### src/hw/qwr_pkg.sv
// Package of constants for the quad wiper register bank.
package qwr_pkg;

	// ----------------------------------------
	// Register map and reset values
	// ----------------------------------------
	localparam int        QWR_NUM_CH        = 4;
	localparam int        QWR_TAPS          = 256;
	localparam logic [7:0] QWR_OFS_CH0      = 8'h00;
	localparam logic [7:0] QWR_OFS_CH1      = 8'h01;
	localparam logic [7:0] QWR_OFS_CH2      = 8'h02;
	localparam logic [7:0] QWR_OFS_CH3      = 8'h03;
	localparam logic [7:0] QWR_WIPER_RST    = 8'h80;
	localparam logic [7:0] QWR_TAP_LOW      = 8'h00;
	localparam logic [7:0] QWR_TAP_HIGH     = 8'hFF;

	// ----------------------------------------
	// Identification byte fields
	// ----------------------------------------
	// Device type code; value is arbitrary.
	localparam logic [3:0] QWR_DEV_TYPE     = 4'hA;
	localparam int        QWR_ID_TYPE_MSB   = 7;
	localparam int        QWR_ID_TYPE_LSB   = 4;
	localparam int        QWR_ID_SEL_MSB    = 3;
	localparam int        QWR_ID_SEL_LSB    = 1;
	localparam int        QWR_ID_RW_BIT     = 0;
	localparam logic [3:0] QWR_BIT_LAST     = 4'h7;
	localparam logic [3:0] QWR_BIT_ACK      = 4'h8;
	// Count loaded at START; the clock fall that closes START wraps it to 0.
	localparam logic [3:0] QWR_BIT_START    = 4'hF;

	// ----------------------------------------
	// Serial engine states
	// ----------------------------------------
	typedef enum logic [2:0] {
		QWR_IDLE,
		QWR_ID_BYTE,
		QWR_ADDR_BYTE,
		QWR_DATA_BYTE,
		QWR_READ_BYTE,
		QWR_IGNORE
	} qwr_state_type;

endpackage

### src/hw/qwr_bank.sv
// Quad wiper register bank with two-wire serial slave.
`timescale 1ns/1ps
module qwr_bank
	import qwr_pkg::*;
(
	input  wire logic                ref_clk,
	input  wire logic                rst,
	input  wire logic                scl_in,
	input  wire logic                sda_in,
	output logic                     sda_out,
	output logic                     sda_oe_n,
	input  wire logic                select_pin_0,
	input  wire logic                select_pin_1,
	input  wire logic                select_pin_2,
	output logic      [7:0]          wiper_ch0,
	output logic      [7:0]          wiper_ch1,
	output logic      [7:0]          wiper_ch2,
	output logic      [7:0]          wiper_ch3,
	output logic      [QWR_TAPS-1:0] tap_sel_ch0,
	output logic      [QWR_TAPS-1:0] tap_sel_ch1,
	output logic      [QWR_TAPS-1:0] tap_sel_ch2,
	output logic      [QWR_TAPS-1:0] tap_sel_ch3
);

	// ----------------------------------------
	// Input synchronisers
	// ----------------------------------------
	logic [2:0] scl_sync_ff;
	logic [2:0] sda_sync_ff;
	logic [2:0] sel_sync_ff [3];
	logic       scl_ff;
	logic       sda_ff;
	logic       scl_q_ff;
	logic       sda_q_ff;
	logic [2:0] sel_ff;
	logic [2:0] nxt_sel;

	// Three stages; a level counts once stages two and three agree.
	always_ff @(posedge ref_clk or posedge rst) begin
		if (rst) begin
			scl_sync_ff <= 3'h7;
			sda_sync_ff <= 3'h7;
			sel_sync_ff <= '{3'h0, 3'h0, 3'h0};
			scl_ff      <= 1'b1;
			sda_ff      <= 1'b1;
			scl_q_ff    <= 1'b1;
			sda_q_ff    <= 1'b1;
			sel_ff      <= 3'h0;
		end else begin
			scl_sync_ff <= {scl_sync_ff[1:0], scl_in};
			sda_sync_ff <= {sda_sync_ff[1:0], sda_in};
			sel_sync_ff[0] <= {sel_sync_ff[0][1:0], select_pin_0};
			sel_sync_ff[1] <= {sel_sync_ff[1][1:0], select_pin_1};
			sel_sync_ff[2] <= {sel_sync_ff[2][1:0], select_pin_2};
			if (scl_sync_ff[2] == scl_sync_ff[1]) begin
				scl_ff <= scl_sync_ff[2];
			end
			if (sda_sync_ff[2] == sda_sync_ff[1]) begin
				sda_ff <= sda_sync_ff[2];
			end
			scl_q_ff <= scl_ff;
			sda_q_ff <= sda_ff;
			sel_ff   <= nxt_sel;
		end
	end

	// Select pins follow the same agreement filter per bit.
	always_comb begin
		nxt_sel = sel_ff;
		for (int i = 0; i < 3; i++) begin
			if (sel_sync_ff[i][2] == sel_sync_ff[i][1]) begin
				nxt_sel[i] = sel_sync_ff[i][2];
			end
		end
	end

	// Bus events taken from the filtered levels.
	logic scl_rise;
	logic scl_fall;
	logic start_det;
	logic stop_det;
	assign scl_rise  = scl_ff & ~scl_q_ff;
	assign scl_fall  = ~scl_ff & scl_q_ff;
	assign start_det = scl_ff & scl_q_ff & sda_q_ff & ~sda_ff;
	assign stop_det  = scl_ff & scl_q_ff & ~sda_q_ff & sda_ff;

	// ----------------------------------------
	// Serial engine
	// ----------------------------------------
	qwr_state_type state_ff, nxt_state;
	logic [3:0] bit_cnt_ff, nxt_bit_cnt;
	logic [7:0] shift_ff, nxt_shift;
	logic [1:0] ptr_ff, nxt_ptr;
	logic       ack_ok_ff, nxt_ack_ok;
	logic       drive_ff, nxt_drive;
	logic       out_bit_ff, nxt_out_bit;
	logic [7:0] wiper_ff [QWR_NUM_CH];
	logic [7:0] nxt_wiper [QWR_NUM_CH];
	logic [7:0] rx_byte;

	assign rx_byte = {shift_ff[6:0], sda_ff};

	// Checks an identification byte against type code and select pins.
	function automatic logic id_match(input logic [7:0] b,
		input logic [2:0] sel);
		id_match = (b[QWR_ID_TYPE_MSB:QWR_ID_TYPE_LSB] == QWR_DEV_TYPE) &&
			(b[QWR_ID_SEL_MSB:QWR_ID_SEL_LSB] == sel);
	endfunction

	// Byte level protocol with ack on the ninth clock.
	always_comb begin
		nxt_state   = state_ff;
		nxt_bit_cnt = bit_cnt_ff;
		nxt_shift   = shift_ff;
		nxt_ptr     = ptr_ff;
		nxt_ack_ok  = ack_ok_ff;
		nxt_drive   = drive_ff;
		nxt_out_bit = out_bit_ff;
		nxt_wiper   = wiper_ff;
		if (start_det) begin
			// The fall that ends START must not count as a data bit.
			nxt_state   = QWR_ID_BYTE;
			nxt_bit_cnt = QWR_BIT_START;
			nxt_drive   = 1'b0;
		end else if (stop_det) begin
			nxt_state = QWR_IDLE;
			nxt_drive = 1'b0;
		end else if (scl_rise) begin
			// While sending, the shifter is only moved on the falling clock.
			if (state_ff == QWR_READ_BYTE) begin
				if (bit_cnt_ff == QWR_BIT_ACK) begin
					nxt_ack_ok = ~sda_ff;
				end
			end else if (bit_cnt_ff <= QWR_BIT_LAST) begin
				nxt_shift = rx_byte;
			end
		end else if (scl_fall) begin
			nxt_bit_cnt = bit_cnt_ff + 4'h1;
			nxt_drive   = 1'b0;
			case (state_ff)
			QWR_IDLE, QWR_IGNORE: begin
				nxt_bit_cnt = 4'h0;
			end
			QWR_ID_BYTE: begin
				if (bit_cnt_ff == QWR_BIT_LAST) begin
					if (id_match(shift_ff, sel_ff)) begin
						nxt_drive   = 1'b1;
						nxt_out_bit = 1'b0;
						nxt_ack_ok  = 1'b1;
					end else begin
						nxt_state = QWR_IGNORE;
					end
				end else if (bit_cnt_ff == QWR_BIT_ACK) begin
					nxt_bit_cnt = 4'h0;
					if (shift_ff[QWR_ID_RW_BIT]) begin
						nxt_state   = QWR_READ_BYTE;
						nxt_drive   = 1'b1;
						nxt_out_bit = wiper_ff[ptr_ff][7];
						nxt_shift   = wiper_ff[ptr_ff];
					end else begin
						nxt_state = QWR_ADDR_BYTE;
					end
				end
			end
			QWR_ADDR_BYTE, QWR_DATA_BYTE: begin
				if (bit_cnt_ff == QWR_BIT_LAST) begin
					nxt_drive   = 1'b1;
					nxt_out_bit = 1'b0;
					if (state_ff == QWR_ADDR_BYTE) begin
						nxt_ptr = shift_ff[1:0];
					end else begin
						nxt_wiper[ptr_ff] = shift_ff;
					end
				end else if (bit_cnt_ff == QWR_BIT_ACK) begin
					nxt_bit_cnt = 4'h0;
					nxt_state   = (state_ff == QWR_ADDR_BYTE) ?
						QWR_DATA_BYTE : QWR_IGNORE;
				end
			end
			QWR_READ_BYTE: begin
				if (bit_cnt_ff < QWR_BIT_LAST) begin
					nxt_drive   = 1'b1;
					nxt_out_bit = shift_ff[6];
					nxt_shift   = {shift_ff[6:0], 1'b0};
				end else if (bit_cnt_ff == QWR_BIT_LAST) begin
					nxt_ptr = ptr_ff + 2'h1;
				end else begin
					nxt_bit_cnt = 4'h0;
					if (ack_ok_ff) begin
						nxt_drive   = 1'b1;
						nxt_out_bit = wiper_ff[ptr_ff][7];
						nxt_shift   = wiper_ff[ptr_ff];
					end else begin
						nxt_state = QWR_IGNORE;
					end
				end
			end
			default: nxt_state = QWR_IDLE;
			endcase
		end
	end

	always_ff @(posedge ref_clk or posedge rst) begin
		if (rst) begin
			state_ff   <= QWR_IDLE;
			bit_cnt_ff <= 4'h0;
			shift_ff   <= 8'h00;
			ptr_ff     <= 2'h0;
			ack_ok_ff  <= 1'b0;
			drive_ff   <= 1'b0;
			out_bit_ff <= 1'b1;
			wiper_ff   <= '{QWR_WIPER_RST, QWR_WIPER_RST,
				QWR_WIPER_RST, QWR_WIPER_RST};
		end else begin
			state_ff   <= nxt_state;
			bit_cnt_ff <= nxt_bit_cnt;
			shift_ff   <= nxt_shift;
			ptr_ff     <= nxt_ptr;
			ack_ok_ff  <= nxt_ack_ok;
			drive_ff   <= nxt_drive;
			out_bit_ff <= nxt_out_bit;
			wiper_ff   <= nxt_wiper;
		end
	end

	// ----------------------------------------
	// Pin and channel outputs
	// ----------------------------------------
	// Open drain: enable low only while pulling the line low.
	assign sda_out  = 1'b0;
	assign sda_oe_n = ~(drive_ff & ~out_bit_ff);
	assign wiper_ch0 = wiper_ff[0];
	assign wiper_ch1 = wiper_ff[1];
	assign wiper_ch2 = wiper_ff[2];
	assign wiper_ch3 = wiper_ff[3];

	qwr_tap_decode u_dec0 (.wiper(wiper_ff[0]), .tap_sel(tap_sel_ch0));
	qwr_tap_decode u_dec1 (.wiper(wiper_ff[1]), .tap_sel(tap_sel_ch1));
	qwr_tap_decode u_dec2 (.wiper(wiper_ff[2]), .tap_sel(tap_sel_ch2));
	qwr_tap_decode u_dec3 (.wiper(wiper_ff[3]), .tap_sel(tap_sel_ch3));

endmodule

### src/hw/qwr_tap_decode.sv
// One-hot tap select decoder for one channel.
`timescale 1ns/1ps
module qwr_tap_decode
	import qwr_pkg::*;
(
	input  wire logic [7:0]          wiper,
	output logic      [QWR_TAPS-1:0] tap_sel
);

	// ----------------------------------------
	// Decoder
	// ----------------------------------------
	// one select per code
	// Code 0 drives the lowest select, code 255 the highest.
	always_comb begin
		tap_sel = '0;
		tap_sel[wiper] = 1'b1;
	end

endmodule

### config.mk
export PLATFORM = sky130hd
export DESIGN_NAME = qwr_bank
export DESIGN_NICKNAME = d
export VERILOG_FILES = /design/src/hw/qwr_pkg.sv /design/src/hw/qwr_bank.sv /design/src/hw/qwr_tap_decode.sv
export SDC_FILE = /design/constraint.sdc
export NUM_CORES = 1
export LEC_CHECK = 0
export BUFFER_PORTS_ARGS = -buffer_cell sky130_fd_sc_hd__buf_2
export CELL_PAD_IN_SITES_DETAIL_PLACEMENT = 1
export CELL_PAD_IN_SITES_GLOBAL_PLACEMENT = 1
export CORE_AREA = 2 2 412 414
export CTS_CLUSTER_DIAMETER = 200
export DETAILED_ROUTE_END_ITERATION = 12
export DIE_AREA = 0 0 414 416
export GPL_ROUTABILITY_DRIVEN = 0
export GPL_TIMING_DRIVEN = 0
export PLACE_DENSITY_LB_ADDON = 0.25
export SLEW_MARGIN = 0
export SYNTH_ARGS = -nofsm -noshare
export SYNTH_HDL_FRONTEND = slang
export SYNTH_SLANG_ARGS = --single-unit
### constraint.sdc
create_clock -name ref_clk -period 3.7 [get_ports ref_clk]
set_input_delay 0.74 -clock ref_clk [delete_from_list [all_inputs] [get_ports ref_clk]]
set_output_delay 0.74 -clock ref_clk [all_outputs]
set_load 0.005 [all_outputs]
After elaboration in Yosys (flattened, before gate mapping)
Cells that the tools add are included.

cells by class
  add/sub/neg operators = 2
  magnitude comparators = 12
  eq/ne operators = 41
  mux-type cells = 83
  bitwise operators = 19
  reduce and logical (&&, ||, !) cells = 28

operator list
  cell                                                         number
  two-way mux 8 bit                                            13
  two-way mux 3 bit                                            14
  less-than comparator 8 x 9 -> 1 bit (second input constant)  4
  bitwise mux 32 bit                                           1
  demux 1 bit (select 8 bit)                                   4
  >= comparator 8 x 1 -> 1 bit (second input constant)         4
  two-way mux 4 bit                                            8
  two-way mux 1 bit                                            31
  AND reduction 11 bit                                         2
  inequality test 3 bit (second input constant)                7
  inequality test 4 bit (second input constant)                5
  AND reduction 10 bit                                         2
  binary-select mux 8 bit (select 2 bit)                       1
  demux 8 bit (select 2 bit)                                   1
  one-hot mux 8 bit (2 select lines)                           1
  one-hot mux 3 bit (4 select lines)                           1
  one-hot mux 4 bit (3 select lines)                           1
  nonzero test 2 bit                                           6
  inequality test 2 x 1 -> 1 bit (second input constant)       5
  inequality test 2 bit (second input constant)                5
  inequality test 5 bit (second input constant)                2
  NOT 1 bit                                                    10
  AND reduction 9 bit                                          1
  nonzero test 3 bit                                           3
  other kinds (28)                                             53

storage, ports and cells
  bits in registers = 74
  input bits = 7
  output and inout bits = 1058
  word-level logic and storage cells = 209

Logic depth before layout (Yosys ltp)
  depth after elaboration = 10
  depth in mapped cells = 9
  mapped depth without buffers = 7

Modules after synthesis
Synthesis repeated with hierarchy kept, for this count alone.

unflattened totals
  cell total of the unflattened synthesis = 1691
  area total of the unflattened synthesis = 10256.1 um^2

modules (own cells, without submodules)
  module                        times used  cells each  area each (um^2)  seq. area each (um^2)
  qwr_tap_decode at u_dec0 ...  3           350         1677.9            0.0
  qwr_bank                      1           291         3575.9            1870.5
  qwr_tap_decode at u_dec3      1           350         1646.6            0.0

Least setup slack after synthesis
OpenSTA, ideal clock, no wires.

  path kind = reg2out
  start point = register wiper_ff (netlist bit wiper_ch2[7])
  end point = output port tap_sel_ch2[182]
  arrival = 1.568 ns
  required time = 2.960 ns
  path slack = 1.392 ns
  cell stages (with the launch flop) = 6
  path buffers = 2
  cells stage by stage = dfstp_2 > clkbuf_1 > nor2b_1 > nand3_1 > clkbuf_1 > nor2_1

between the ends
  longest elaborated chain between the ends = 4
  elaborated cells on any way between the ends = 5
  those cells by class = 2 x order compare; 2 x mux; 1 x reduce/logical

ends and longest elaborated chain
  element                                                                                                    line                  text
  from (decl)                                                                                                qwr_bank.sv:97        logic [7:0] wiper_ff [QWR_NUM_CH];
  from (signal assigned)                                                                                     qwr_bank.sv:212       wiper_ff <= '{QWR_WIPER_RST, QWR_WIPER_RST,
  from (signal assigned)                                                                                     qwr_bank.sv:222       wiper_ff <= nxt_wiper;
  less-than comparator 8 x 9 -> 1 bit (not written as such) or >= comparator 8 x 1 -> 1 bit (tied branches)  qwr_tap_decode.sv:17  tap_sel[wiper] = 1'b1;
  logical AND 1 bit (not written as such)                                                                    qwr_tap_decode.sv:17
  two-way mux 1 bit (not written as such)                                                                    qwr_tap_decode.sv:17
  demux 1 bit (select 8 bit) *                                                                               n/a
  to (decl)                                                                                                  qwr_bank.sv:21        output logic [QWR_TAPS-1:0] tap_sel_ch2,

Every way passes the cells marked *; elsewhere a longest branch is shown, timed or not.

Worst setup path in the final report
  start point = register wiper_ff (netlist bit wiper_ch3[6])
  end point = output port tap_sel_ch3[52]

between the ends
  longest elaborated chain between the ends = 4
  elaborated cells on any way between the ends = 5
  those cells by class = 2 x order compare; 2 x mux; 1 x reduce/logical

ends and longest elaborated chain
  element                                                                                                    line                  text
  less-than comparator 8 x 9 -> 1 bit (not written as such) or >= comparator 8 x 1 -> 1 bit (tied branches)  qwr_tap_decode.sv:17
  logical AND 1 bit (not written as such)                                                                    qwr_tap_decode.sv:17
  two-way mux 1 bit (not written as such)                                                                    qwr_tap_decode.sv:17
  demux 1 bit (select 8 bit) *                                                                               n/a
  to (decl)                                                                                                  qwr_bank.sv:22        output logic [QWR_TAPS-1:0] tap_sel_ch3

Marked as above.

==> summary.txt <==
Outcome
  • Status: finished clean

Critical path
  • Critical path class: register to output pin
  • Most repeated library cell on the critical path: nor2_1
  • Critical path peak fanout: 10
  • Levels on crit path: 5
  • Startpoint types: register
  • CP Capture Type: output pin
  • CP peak stage delay: 0.55 ns
  • Critical path, cell by cell: nor2_1 > nand3_4 > clkbuf_2 > nor2_1 > buf_2
  • CP Data Arrival Time: 2.91 ns
  • Worst EP required: 2.96 ns
  • WP buf/inv: 2
  • Reg2Reg Depth: 9
  • Slowest cell on crit path: dfrtp_2
  • Crit-path leading delay family: simple AND/OR/NAND/NOR gates

GRT
  • Vias in the first global route: 15900
  • Met1 global-route usage: 13.5%
  • Met2 Track Usage GR: 24.2%
  • Most used routing layer: met2
  • Largest net degree at the start of global routing: 43
  • Initial antenna violation count: 12
  • Total GRT Usage: 12.4%
  • First-pass GRT wire length: 148 mm
  • Global route total overflow: 0
  • Met3 usage: 2.25%

Drt
  • Drt pass-1 iters: 5
  • DRT Wirelength: 114 mm
  • Drt drc: 0
  • Vias per cell: 3.23
  • Final antenna-violating net count: 0
  • Initial DRC count: 933
  • Vias: 16000
  • WL/cell: 23.0 microns

Die
  • Initial Utilization: 5.36%
  • Die height: 416 microns
  • # IOs: 1065
  • Die area: 0.172 sq mm
  • Core area: 0.168 sq mm
  • Die X: 414 microns
  • Rows: 151

Flow run
  • Max-Cap Viols: 0

Timing
  • Worst Tran Pin Value: 0.999 ns
  • RSZ-0062 raised after global routing: true
  • Layout Skew: 0.00476 ns
  • Pins over their slew limit: 0
  • Slew headroom: 33.4%
  • Fin crit period: 3.65 ns
  • F_max: 274 MHz
  • Final setup violating endpoints: 0
  • Crit share post-route: 98.8%
  • Endpoints failing hold: 0

Min path
  • Worst Hold Class: register to register
  • Worst Hold Depth: 0

Logic synthesis
  • Ys flop type: dfrtp_1
  • Yosys top cell by area: nor2_1
  • Synth top area share: 43.6%
  • Post-synth EDFFs: 0
  • Mapped Area: 0.00901 sq mm
  • Synth area leaders: nor2_1 (44%), dfrtp_1 (16%), clkbuf_1 (7.0%)
  • Average cell area after synthesis: 5.41 sq um
  • Sequential share of the synthesized area: 20.8%
  • Ys async rst share: 100%
  • Synth Register Bits: 74
  • Synth Instances: 1665
  • Synth cell types: 64
  • Net Count, Synth: 1681
  • Yosys warns: 0

Clocking
  • Num CTS Buffers: 9
  • Clock-pin slew on the worst setup and hold paths: 0.06 ns
  • Clock sinks: 74
  • Max H-tree Level: 3
  • Bufs on Longest Clock Path: 2
  • CTS tree: yes
  • # hold bufs at CTS: 0
  • Clock Latency Late Sink: 0.35 ns
  • Clock root cell: clkbuf_16

Layout
  • Fillcell total: 21000
  • Non-Filler Instances: 4943
  • Final #Nets: 2733
  • Area of the multi-input gates: 0.00647 sq mm
  • Register Area: 0.00188 sq mm
  • Final core utilization: 10.4%
  • Area growth, synth to finish: 94.5%
  • Fraction of layout cells with a size suffix above 1: 44.7%

Power
  • PD cells: 143 mW/mm^2
  • VDD IR max: 0.000157 V
  • LEAKAGE: 8.95 nW

Placement
  • I/O Buffers: 1063
  • Post-Place Cells: 4947
  • Hpwl dp: 98.2 mm
-- cells in the final DEF (no fill, tap or decap), types with 15 or more instances in the layout --
master,instances
a21oi_1,19
mux2_2,29
buf_2,1067
dfrtp_1,49
nand3_1,37
nor2b_1,32
clkbuf_2,19
nand2_1,86
clkbuf_1,124
dfstp_2,15
nor2_1,1044
inv_1,15
-- synth_stat cells (2+ instances only) --
cell type / instances
inv_1: 16
or3_1: 4
a21oi_2: 2
nor2b_1: 33
buf_4: 3
buf_2: 4
clkbuf_1: 168
nand3_1: 52
dfrtp_1: 59
maj3_1: 5
nand2b_1: 9
ha_1: 9
xnor2_1: 3
buf_6: 3
a21o_1: 2
and3b_1: 2
mux2_2: 29
nand2_4: 4
nor2_1: 1045
a41oi_1: 3
nand4_1: 9
o21bai_1: 2
mux4_2: 8
dfstp_2: 15
mux2_4: 7
o211ai_1: 2
mux2_1: 6
o21ai_0: 13
o22ai_1: 2
a21oi_1: 19
nand2_1: 93
o21ai_1: 2
-- through the flow --
| stage | hold slack (ns) | instance area, sq um | setup TNS [ns] | power [mW] | setup slack [ns] |
|---|---|---|---|---|---|
| 2_1_floorplan | 0.331 | 9010 | 0 | 1.39 | 1.10 |
| 3_3_place_gp | 0.337 | 17100 | -46.38 | 1.59 | -0.961 |
| 3_5_place_dp | 0.336 | 17100 | -31.10 | 1.59 | -0.943 |
| 4_1_cts | 0.351 | 17500 | 0 | 2.54 | 0.00444 |
| 5_1_grt | 0.364 | 17500 | -0.0337 | 2.64 | -0.0178 |
| 6_report | 0.349 | 17500 | 0 | 2.50 | 0.0453 |
-- power breakdown --
group | internal, mW | switching [mW] | total (mW)
Clock | 0.562 | 0.370 | 0.932
Combinational | 0.245 | 0.395 | 0.640
Sequential | 0.877 | 0.0527 | 0.930
Total | 1.68 | 0.818 | 2.50
-- registers in the layout, indices dropped and copies added (netlist names), 2 cells and up --
signal,count
bit_cnt_ff,4
ptr_ff,2
scl_sync_ff,3
sda_sync_ff,3
sel_ff,3
sel_sync_ff,9
shift_ff,8
state_ff,3
wiper_ch0,8
wiper_ch1,8
wiper_ch2,8
wiper_ch3,8
-- layout make-up --
type / count / share of cell area, %
antenna: 3 / 0.0429
buffer: 154 / 3.68
clock inverter: 5 / 0.343
multi-input combinational: 1396 / 36.9
inverter: 16 / 0.357
clock buffer: 11 / 1.44
tap: 2218 / 15.8
sequential: 74 / 10.8
timing repair buffer: 1066 / 30.6
-- per-layer routing --
metal | up-vias | part of all wire, %
met4 | 0 | 2.6
li1 | 7215 | -
met3 | 70 | 5.5
met2 | 695 | 55
met5 | - | 0
met1 | 7977 | 37
-- worst paths after layout --
path | startpoint | end | slack [ns]
worst min-delay path | sel_sync_ff[3] | sel_sync_ff[4] | 0.35
min in group asynchronous | rst | wiper_ch2[6] | 0.41
worst min register to register | sel_sync_ff[3] | sel_sync_ff[4] | 0.35
worst max-delay path | wiper_ch3[6] | tap_sel_ch3[52] | 0.05
worst max register to register | scl_q_ff | wiper_ch3[6] | 1.25
max in group asynchronous | rst | scl_q_ff | 2.63
-- logic make-up after synthesis --
group / synth area share (%)
AND/OR/NAND/NOR: 56.0
AO/OA/AOI/OAI: 4.75
other: 0.0416
XOR/XNOR: 0.389
flip-flops: 20.8
adder cells (fa/ha/maj): 1.81
buffers and inverters: 8.57
multiplexers: 7.65
-- worst reg2reg max path, delay by kind of cell, from the launching register on --
family	cells	cell delay, ns
AOI/OAI and AO/OA	1	0.30
adders and majority gates	1	0.24
and+or+nand+nor	3	0.53
DFF	1	0.54
muxes	1	0.33
buffers and inverters	3	0.41
-- what timing repair did --
| action | CTS | global route |
|---|---|---|
| gates cloned | 0 | 0 |
| setup endpoints to repair | 631 | 85 |
| endpoints found under the hold margin | 0 | 0 |
| buffers inserted | 2 | 0 |
| resized for setup | 40 | 23 |
| pin swaps | 2 | 0 |
Power figures use the tool's default switching activity.
